### src/csr_pkg.sv
package csr_pkg;
   localparam int          CSR_NREG      = 32;
   localparam logic [7:0]  CSR_IO_STKLO  = 8'h3D;
   localparam logic [7:0]  CSR_IO_STKHI  = 8'h3E;
   localparam logic [7:0]  CSR_IO_FLAGS  = 8'h3F;
   localparam logic [7:0]  CSR_IO_BASE   = 8'h20;
   localparam logic [7:0]  CSR_RST8      = 8'h00;
   localparam logic [15:0] CSR_RST16     = 16'h0000;
   localparam logic [4:0]  CSR_PTR1_LO   = 5'h1A;
   localparam logic [4:0]  CSR_PTR2_LO   = 5'h1C;
   localparam logic [4:0]  CSR_PTR3_LO   = 5'h1E;
   localparam int          CSR_B_GIE     = 7;
   localparam int          CSR_B_COPY    = 6;
   localparam int          CSR_B_HALF    = 5;
   localparam int          CSR_B_SIGN    = 4;
   localparam int          CSR_B_OVF     = 3;
   localparam int          CSR_B_NEG     = 2;
   localparam int          CSR_B_ZERO    = 1;
   localparam int          CSR_B_CARRY   = 0;

   typedef enum logic [6:0] {
      CSR_SP_NONE  = 7'h01,
      CSR_SP_PUSH1 = 7'h02,
      CSR_SP_PUSH2 = 7'h04,
      CSR_SP_POP1  = 7'h08,
      CSR_SP_POP2  = 7'h10,
      CSR_SP_HOLD  = 7'h20,
      CSR_SP_SPARE = 7'h40
   } csr_sp_op_t;

   typedef enum logic [3:0] {
      CSR_GE_NONE = 4'h1,
      CSR_GE_SET  = 4'h2,
      CSR_GE_CLR  = 4'h4,
      CSR_GE_HRET = 4'h8
   } csr_ge_op_t;

   typedef enum logic [2:0] {
      CSR_PM_NONE = 3'h1,
      CSR_PM_INC  = 3'h2,
      CSR_PM_DEC  = 3'h4
   } csr_ptr_mode_t;

   typedef struct packed {
      logic       valid;
      logic [7:0] mask;
      logic [7:0] value;
   } csr_flag_upd_t;

   typedef struct packed {
      logic       we8;
      logic       we16;
      logic [4:0] addr;
      logic [15:0] data;
   } csr_rf_wr_t;

   function automatic logic [7:0] csr_io_data_addr(input logic [7:0] io);
      csr_io_data_addr = io + CSR_IO_BASE;
   endfunction : csr_io_data_addr
endpackage : csr_pkg

### src/csr_regfile.sv
module csr_regfile
   import csr_pkg::*;
#(
   parameter int N = CSR_NREG
) (
   input  wire logic        mclk,
   input  wire logic        rst,
   input  wire logic [4:0]  rd_a_addr,
   input  wire logic [4:0]  rd_b_addr,
   output logic      [7:0]  rd_a,
   output logic      [7:0]  rd_b,
   output logic      [15:0] rd_w,
   input  wire logic        wr_a_en,
   input  wire logic [4:0]  wr_a_addr,
   input  wire logic [7:0]  wr_a_data,
   input  wire csr_rf_wr_t  wr_b,
   output logic      [15:0] ptr1,
   output logic      [15:0] ptr2,
   output logic      [15:0] ptr3
);
   logic [7:0] regs_q [N];

   function automatic logic [4:0] pair_lo(input logic [4:0] a);
      pair_lo = {a[4:1], 1'b0};
   endfunction : pair_lo

   always_ff @(posedge mclk) begin
      if (rst) begin
         for (int i = 0; i < N; i++) begin
            regs_q[i] <= CSR_RST8;
         end
      end else begin
         if (wr_a_en) begin
            regs_q[wr_a_addr] <= wr_a_data;
         end
         if (wr_b.we16) begin
            regs_q[pair_lo(wr_b.addr)]         <= wr_b.data[7:0];
            regs_q[pair_lo(wr_b.addr) | 5'h01] <= wr_b.data[15:8];
         end else if (wr_b.we8) begin
            regs_q[wr_b.addr] <= wr_b.data[7:0];
         end
      end
   end

   assign rd_a = regs_q[rd_a_addr];
   assign rd_b = regs_q[rd_b_addr];
   assign rd_w = {regs_q[pair_lo(rd_a_addr) | 5'h01], regs_q[pair_lo(rd_a_addr)]};
   assign ptr1 = {regs_q[CSR_PTR1_LO + 5'h01], regs_q[CSR_PTR1_LO]};
   assign ptr2 = {regs_q[CSR_PTR2_LO + 5'h01], regs_q[CSR_PTR2_LO]};
   assign ptr3 = {regs_q[CSR_PTR3_LO + 5'h01], regs_q[CSR_PTR3_LO]};
endmodule : csr_regfile

### src/csr_core_state.sv
module csr_core_state
   import csr_pkg::*;
(
   input  wire logic          mclk,
   input  wire logic          rst,
   input  wire logic [4:0]    rd_a_addr,
   input  wire logic [4:0]    rd_b_addr,
   output logic      [7:0]    rd_a,
   output logic      [7:0]    rd_b,
   output logic      [15:0]   rd_w,
   input  wire logic          wr_en,
   input  wire logic [4:0]    wr_addr,
   input  wire logic [7:0]    wr_data,
   input  wire logic          wr16_en,
   input  wire logic [15:0]   wr16_data,
   input  wire csr_flag_upd_t alu_flags,
   input  wire logic          copy_load,
   input  wire logic          copy_bit,
   input  wire csr_ge_op_t    ge_op,
   input  wire logic          instr_done,
   input  wire logic          irq_pending,
   output logic               irq_take,
   input  wire csr_sp_op_t    sp_op,
   input  wire logic [1:0]    ptr_sel,
   input  wire csr_ptr_mode_t ptr_mode,
   input  wire logic [5:0]    ptr_disp,
   output logic      [15:0]   ptr_addr,
   input  wire logic          io_wr,
   input  wire logic          io_rd,
   input  wire logic [7:0]    io_addr,
   input  wire logic [7:0]    io_wdata,
   output logic      [7:0]    io_rdata,
   input  wire logic          ds_wr,
   input  wire logic          ds_rd,
   input  wire logic [7:0]    ds_addr,
   input  wire logic [7:0]    ds_wdata,
   output logic      [7:0]    ds_rdata,
   output logic      [7:0]    status_flags_q,
   output logic      [15:0]   stack_top_q
);
   logic [7:0]  rf_a, rf_b, rf_ds;
   logic [15:0] rf_w, p1, p2, p3, psel, pnew;
   logic        ptr_we;
   csr_rf_wr_t  wr_b;
   logic        ei_delay_q;
   logic        sf_wr, sthi_wr, stlo_wr;
   logic [7:0]  sf_wdata, sp_wdata;
   logic [7:0]  flags_d;
   logic [15:0] sp_d;

   // Data-space writes to the I/O window alias the I/O offsets
   function automatic logic [7:0] reg_sel(input logic [7:0] io, input logic iow,
                                          input logic [7:0] da, input logic dsw,
                                          input logic [7:0] off);
      reg_sel = {7'h00, (iow && io == off) || (dsw && da == csr_io_data_addr(off))};
   endfunction : reg_sel

   assign sf_wr    = reg_sel(io_addr, io_wr, ds_addr, ds_wr, CSR_IO_FLAGS) != 8'h00;
   assign sthi_wr  = reg_sel(io_addr, io_wr, ds_addr, ds_wr, CSR_IO_STKHI) != 8'h00;
   assign stlo_wr  = reg_sel(io_addr, io_wr, ds_addr, ds_wr, CSR_IO_STKLO) != 8'h00;
   assign sf_wdata = io_wr ? io_wdata : ds_wdata;
   assign sp_wdata = io_wr ? io_wdata : ds_wdata;

   always_comb begin
      case (ptr_sel)
         2'd1:    psel = p2;
         2'd2:    psel = p3;
         default: psel = p1;
      endcase
   end

   always_comb begin
      ptr_we = 1'b0;
      pnew   = psel;
      case (ptr_mode)
         CSR_PM_INC: begin
            ptr_we = 1'b1;
            pnew   = psel + 16'h0001;
         end
         CSR_PM_DEC: begin
            ptr_we = 1'b1;
            pnew   = psel - 16'h0001;
         end
         default: begin
            ptr_we = 1'b0;
            pnew   = psel;
         end
      endcase
   end

   always_ff @(posedge mclk) begin
      if (rst) begin
         ptr_addr <= CSR_RST16;
      end else begin
         case (ptr_mode)
            CSR_PM_INC: ptr_addr <= psel;
            CSR_PM_DEC: ptr_addr <= pnew;
            default:    ptr_addr <= psel + {10'h000, ptr_disp};
         endcase
      end
   end

   // pointer update takes the 16-bit port
   always_comb begin
      wr_b.we16 = ptr_we || wr16_en;
      wr_b.we8  = ds_wr && ds_addr < 8'h20;
      wr_b.addr = ptr_we ? (CSR_PTR1_LO + {2'b00, ptr_sel, 1'b0}) :
                  (wr16_en ? wr_addr : ds_addr[4:0]);
      wr_b.data = ptr_we ? pnew : (wr16_en ? wr16_data : {8'h00, ds_wdata});
   end

   csr_regfile u_rf (
      .mclk      (mclk),
      .rst       (rst),
      .rd_a_addr (rd_a_addr),
      .rd_b_addr (rd_b_addr),
      .rd_a      (rf_a),
      .rd_b      (rf_b),
      .rd_w      (rf_w),
      .wr_a_en   (wr_en && !wr16_en),
      .wr_a_addr (wr_addr),
      .wr_a_data (wr_data),
      .wr_b      (wr_b),
      .ptr1      (p1),
      .ptr2      (p2),
      .ptr3      (p3)
   );

   assign rf_ds = 8'h00;

   always_ff @(posedge mclk) begin
      if (rst) begin
         rd_a <= CSR_RST8;
         rd_b <= CSR_RST8;
         rd_w <= CSR_RST16;
      end else begin
         rd_a <= rf_a;
         rd_b <= rf_b;
         rd_w <= rf_w;
      end
   end

   // Status flags next value; hardware events override software writes
   always_comb begin
      flags_d = sf_wr ? sf_wdata : status_flags_q;
      if (alu_flags.valid) begin
         flags_d[CSR_B_HALF:0] = (flags_d[CSR_B_HALF:0] & ~alu_flags.mask[CSR_B_HALF:0])
                               | (alu_flags.value[CSR_B_HALF:0] & alu_flags.mask[CSR_B_HALF:0]);
      end
      if (copy_load) begin
         flags_d[CSR_B_COPY] = copy_bit;
      end
      case (ge_op)
         CSR_GE_SET:  flags_d[CSR_B_GIE] = 1'b1;
         CSR_GE_HRET: flags_d[CSR_B_GIE] = 1'b1;
         CSR_GE_CLR:  flags_d[CSR_B_GIE] = 1'b0;
         default:     flags_d[CSR_B_GIE] = flags_d[CSR_B_GIE];
      endcase
      if (irq_take) begin
         flags_d[CSR_B_GIE] = 1'b0;
      end
      flags_d[CSR_B_SIGN] = flags_d[CSR_B_NEG] ^ flags_d[CSR_B_OVF];
   end

   // no save on interrupt entry; via mask
   always_ff @(posedge mclk) begin
      if (rst) begin
         status_flags_q <= CSR_RST8;
      end else begin
         status_flags_q <= flags_d;
      end
   end

   always_ff @(posedge mclk) begin
      if (rst) begin
         ei_delay_q <= 1'b0;
      end else if (ge_op == CSR_GE_SET || ge_op == CSR_GE_HRET) begin
         ei_delay_q <= 1'b1;
      end else if (instr_done) begin
         ei_delay_q <= 1'b0;
      end
   end

   // gated take, killed by a same-cycle disable
   always_ff @(posedge mclk) begin
      if (rst) begin
         irq_take <= 1'b0;
      end else begin
         irq_take <= irq_pending && status_flags_q[CSR_B_GIE] && !irq_take
                     && ge_op != CSR_GE_CLR && !sf_wr && instr_done && !ei_delay_q;
      end
   end

   always_comb begin
      sp_d = stack_top_q;
      case (sp_op)
         CSR_SP_PUSH1: sp_d = stack_top_q - 16'h0001;
         CSR_SP_PUSH2: sp_d = stack_top_q - 16'h0002;
         CSR_SP_POP1:  sp_d = stack_top_q + 16'h0001;
         CSR_SP_POP2:  sp_d = stack_top_q + 16'h0002;
         default:      sp_d = stack_top_q;
      endcase
      if (sthi_wr) begin
         sp_d[15:8] = sp_wdata;
      end
      if (stlo_wr) begin
         sp_d[7:0] = sp_wdata;
      end
   end

   always_ff @(posedge mclk) begin
      if (rst) begin
         stack_top_q <= CSR_RST16;
      end else begin
         stack_top_q <= sp_d;
      end
   end

   always_ff @(posedge mclk) begin
      if (rst) begin
         io_rdata <= CSR_RST8;
         ds_rdata <= CSR_RST8;
      end else begin
         if (io_rd) begin
            case (io_addr)
               CSR_IO_FLAGS: io_rdata <= status_flags_q;
               CSR_IO_STKHI: io_rdata <= stack_top_q[15:8];
               CSR_IO_STKLO: io_rdata <= stack_top_q[7:0];
               default:     io_rdata <= CSR_RST8;
            endcase
         end
         if (ds_rd) begin
            if (ds_addr < 8'h20) begin
               ds_rdata <= (ds_addr[4:0] == rd_b_addr) ? rf_b : rf_ds;
            end else if (ds_addr == csr_io_data_addr(CSR_IO_FLAGS)) begin
               ds_rdata <= status_flags_q;
            end else if (ds_addr == csr_io_data_addr(CSR_IO_STKHI)) begin
               ds_rdata <= stack_top_q[15:8];
            end else if (ds_addr == csr_io_data_addr(CSR_IO_STKLO)) begin
               ds_rdata <= stack_top_q[7:0];
            end else begin
               ds_rdata <= CSR_RST8;
            end
         end
      end
   end

   a_sign_xor: assert property (@(posedge mclk) disable iff (rst)
      status_flags_q[CSR_B_SIGN] == (status_flags_q[CSR_B_NEG] ^ status_flags_q[CSR_B_OVF]))
      else $error("sign flag mismatch");
   a_gie_gates: assert property (@(posedge mclk) disable iff (rst)
      irq_take |-> $past(status_flags_q[CSR_B_GIE]))
      else $error("interrupt taken while disabled");
   a_take_clears: assert property (@(posedge mclk) disable iff (rst)
      irq_take |=> !status_flags_q[CSR_B_GIE])
      else $error("enable not cleared on entry");
   a_set_enable: assert property (@(posedge mclk) disable iff (rst)
      (ge_op == CSR_GE_SET && !irq_take) |=> status_flags_q[CSR_B_GIE])
      else $error("set enable failed");
   a_clr_blocks: assert property (@(posedge mclk) disable iff (rst)
      ge_op == CSR_GE_CLR |=> !irq_take ##1 !irq_take)
      else $error("interrupt after disable");
   a_ei_delay: assert property (@(posedge mclk) disable iff (rst)
      (ge_op == CSR_GE_SET && !instr_done) |=> !irq_take)
      else $error("interrupt before next instruction");
   a_push_two: assert property (@(posedge mclk) disable iff (rst)
      (sp_op == CSR_SP_PUSH2 && !sthi_wr && !stlo_wr) |=>
         stack_top_q == $past(stack_top_q) - 16'h0002)
      else $error("call push step wrong");
   a_push_one: assert property (@(posedge mclk) disable iff (rst)
      (sp_op == CSR_SP_PUSH1 && !sthi_wr && !stlo_wr) |=>
         stack_top_q == $past(stack_top_q) - 16'h0001)
      else $error("byte push step wrong");
   a_pop_one: assert property (@(posedge mclk) disable iff (rst)
      (sp_op == CSR_SP_POP1 && !sthi_wr && !stlo_wr) |=>
         stack_top_q == $past(stack_top_q) + 16'h0001)
      else $error("pop step wrong");
   a_pop_two: assert property (@(posedge mclk) disable iff (rst)
      (sp_op == CSR_SP_POP2 && !sthi_wr && !stlo_wr) |=>
         stack_top_q == $past(stack_top_q) + 16'h0002)
      else $error("return pop step wrong");
   a_copy_store: assert property (@(posedge mclk) disable iff (rst)
      copy_load |=> status_flags_q[CSR_B_COPY] == $past(copy_bit))
      else $error("copy bit not stored");
   a_half_carry: assert property (@(posedge mclk) disable iff (rst)
      (alu_flags.valid && alu_flags.mask[CSR_B_HALF]) |=>
         status_flags_q[CSR_B_HALF] == $past(alu_flags.value[CSR_B_HALF]))
      else $error("nibble carry not updated");
   a_alias_wr: assert property (@(posedge mclk) disable iff (rst)
      (ds_wr && !io_wr && ds_addr == csr_io_data_addr(CSR_IO_STKLO) && sp_op == CSR_SP_NONE)
         |=> stack_top_q[7:0] == $past(ds_wdata))
      else $error("alias write lost");
endmodule : csr_core_state

### config.mk
export PLATFORM = sky130hd
export DESIGN_NAME = csr_core_state
export DESIGN_NICKNAME = d
export VERILOG_FILES = /design/src/csr_pkg.sv /design/src/csr_regfile.sv /design/src/csr_core_state.sv
export SDC_FILE = /design/constraint.sdc
export NUM_CORES = 1
export LEC_CHECK = 0
export ABC_CLOCK_PERIOD_IN_PS = 5000
export BUFFER_PORTS_ARGS = -buffer_cell sky130_fd_sc_hd__clkbuf_2
export CAP_MARGIN = 5
export CORE_ASPECT_RATIO = 1.2
export CORE_MARGIN = 10
export CORE_UTILIZATION = 45
export CTS_BUF_LIST = sky130_fd_sc_hd__clkbuf_8
export CTS_CLUSTER_DIAMETER = 30
export DETAILED_ROUTE_END_ITERATION = 12
export PLACE_DENSITY = 0.68
export REMOVE_ABC_BUFFERS = 1
export SYNTH_ARGS = -nofsm -noshare
export SYNTH_HDL_FRONTEND = slang
export SYNTH_SLANG_ARGS = --single-unit
### constraint.sdc
create_clock -name mclk -period 5 [get_ports mclk]
set_input_delay 0.25 -clock mclk [delete_from_list [all_inputs] [get_ports mclk]]
set_output_delay 0.25 -clock mclk [all_outputs]
set_load 0.05 [all_outputs]
==> flow_summary.yaml <==
cts:
  cts_resized: 0
  worstSkewPairLatency_ns: 0.69
  cts_buffer_depth: 3
  cts-buffers-inserted: 79
  cts.sinks: 346
  cts_tree: "done"
  clockRootBuffer: "clkbuf_8"
  cts.clk_slew.worst_paths_ns: 0.06
  htree_levels: 3
global_route:
  antenna_found_initial: 5
  met2_usage: 0.4712
  grt_usage: 0.3073
  grt_pass1_wl_mm: 152.2
  use_met3: 0.09388
  grtUsageMet1: 0.3772
  grt_max_degree: 79
  grt_pass1_vias: 22605
  grt.busiest_layer: "met2"
  overflow: 0
detailed_routing:
  vias: 23649
  avgRoutedWirePerCell_um: 30.75
  via_per_inst: 6.921
  first_pass_iters: 6
  drt_iter0_markers: 3036
  postRouteAntennaNets: 0
  drt-total-wl_mm: 105.1
  drcViolationCount: 0
logic_synthesis:
  synth_top_area_frac: 0.3049
  synthesis.area_um2: 25220
  syn_inst: 2437
  synth_area_leaders: "edfxtp_1 (30%), mux4_2 (17%), dfxtp_1 (7.1%), nor2_1 (3.9%), o21ai_0 (3.7%)"
  syn_area_per_cell_um2: 10.35
  yosysMostFrequentCell: "nor2_1"
  synth-edff-count: 256
  synth-seq-cells: 346
  async_reset_ff_frac: 0
  synth_flop_cell: "edfxtp_1"
  synth_warnings: 0
  synth_area_leader_cell: "edfxtp_1"
  synth_common_cells: "nor2_1 (260), edfxtp_1 (256), mux4_2 (193)"
  ys_seq_area_frac: 0.3763
  synth_cell_type_count: 88
final_layout:
  instances_no_fill: 3417
  fin_area_um2: 29020
  area_growth_pct: 15.06
  fin_nets: 2798
  drive_above_1_share: 0.2583
  final_util: 0.5205
critical_path:
  worst-path-buf-inv: 1
  path_delay_family: "compound AO/OA/AOI/OAI gates"
  required_ns: 5.53
  critPathMaxFanout: 16
  cpMostUsedCell: "a21o_1"
  crit_type: "reg2reg"
  critPathArrivalTime_ns: 4.89
  cp_slowest_cell: "o21ai_2"
  path_cells: "a221o_1 -> o21ai_0 -> inv_1 -> ha_1 -> a21o_1 -> a21o_1 -> a21o_1 -> a2111oi_4 -> nor2_1 -> xnor2_1 -> o21ai_2 -> a221oi_1 -> a21oi_1"
  startpoint_type: "flop"
  end_kind: "flop"
  max_stage_delay_ns: 0.90
power_and_ir_drop:
  power_density_nw_per_um2: 309.2
  finalPower_mw: 8.973
  leakage_nw: 10.94
  ir_drop_uv: 214.6
outcome:
  outcome: "finished, final reports clean"
place:
  place_congestion: 1.033
  hpwlAfterDp_mm: 75.83
  port-buffer-count: 204
  dp.cells: 3245
  placed_area_um2: 27040
floorplanning:
  fp.dieW_um: 236.1
  die_h_um: 279.3
  num_io_pins: 211
  fp-row-count: 95
  core_um2: 55750
  initial_core_util: 0.4523
  die_area_um2: 65940
sta:
  post-route-period-util: 0.8722
  rsz0062_at_grt: "false"
  tns_ns: 0
  relSlewSlack: 0.1144
  layout_min_cycle_time_ns: 4.361
  clock.fmax_ghz: 0.2293
  worst_clock_skew_ns: 0.04227
  setup_viol: 0
  hold_viol: 0
  finalMaxSlewViolations: 0
  worst_pin_slew_ns: 1.316
worst_hold_path:
  hold_class: "in2reg"
run:
  drv_cap: 0
==> area by class of cell <==
cell class | instances | area [µm²]
diodes | 3 | 7.507
well taps | 727 | 909.6
repair buffers | 313 | 1951
fillers | 4867 | 26730
inverters | 37 | 143.9
flip-flops and latches | 346 | 9489
clock inverters | 60 | 553.0
multi-input cells | 1846 | 14790
clock buffers | 85 | 1170
==> logic make-up after synthesis <==
kind of cell / count (synthesis) / synth area share
buffers and inverters: 245 / 0.03830
and+or+nand+nor: 726 / 0.1336
adders and majority gates: 54 / 0.02789
muxes: 306 / 0.2193
xor gates and xnor gates: 55 / 0.01910
DFF: 346 / 0.3763
AOI/OAI and AO/OA: 705 / 0.1856
==> layout by cell type (no fill, tap or decap), drive strengths merged, types with 28 or more instances in the layout <==
master,count
a221oi,71
a211oi,41
nand3,152
xnor2,34
nor2b,33
a21oi,167
dfxtp,90
inv,52
o21ai,188
mux2,38
a31oi,35
edfxtp,256
nand2,150
mux2i,75
nor2,260
ha,49
clkbuf,284
buf,90
a22oi,51
clkinv,29
mux4,193
nor3,28
==> metal layers <==
layer / part of all wire / wire (µm) / vias up
li1: - / - / 10027
met1: 0.36 / 37460 / 11442
met4: 0.063 / 6575 / 4
met3: 0.13 / 13840 / 375
met5: 0.0013 / 139 / -
met2: 0.45 / 47060 / 1801
==> worst min-delay path, stage by stage <==
cell and delay, ns:
clkbuf_2 0.09, a31oi_1 0.13, xnor2_1 0.16, nor2_1 0.05
==> registers in the layout, summed over array words and instances (netlist names) <==
signal,flops
irq_take,1
ei_delay_q,1
rd_a,8
rd_w,16
rd_b,8
ptr_addr,16
status_flags_q,8
io_rdata,8
ds_rdata,8
u_rf.regs_q,256
stack_top_q,16
==> report_power, final <==
part,internal (mW),switching (mW)
registers,3.25,0.177
clock network,2.03,1.52
logic,0.695,1.30
==> final timing paths <==
| path | start | endpoint | slack (ns) | cells after the start |
|---|---|---|---|---|
| hold / removal | alu_flags[11] | status_flags_q[4]$_SDFF_PP0_ | 0.04 | 4 |
| hold reg to reg | ds_rdata[5]$_SDFFE_PP0P_ | ds_rdata[5]$_SDFFE_PP0P_ | 0.50 | 2 |
| setup reg to reg | u_rf.regs_q[30][6]$_DFFE_PP_ | u_rf.regs_q[13][3]$_DFFE_PP_ | 0.64 | 13 |
| setup / recovery | u_rf.regs_q[30][6]$_DFFE_PP_ | u_rf.regs_q[13][3]$_DFFE_PP_ | 0.64 | 13 |
==> timing repair <==
action                    4_1_cts  5_1_grt
buffers inserted                0        0
hold buffers                   24        0
hold endpoints to repair       15        0
==> per-stage QoR <==
step                      setup slack (ns)  hold WS [ns]
after floorplan                     0.6689        0.3191
after global placement              0.3152        0.4415
after detailed placement            0.2491        0.4659
after CTS                           0.7062      0.006268
after global routing                0.3440       0.05878
final                               0.6389       0.04441
(Power assumes the default switching activity.)
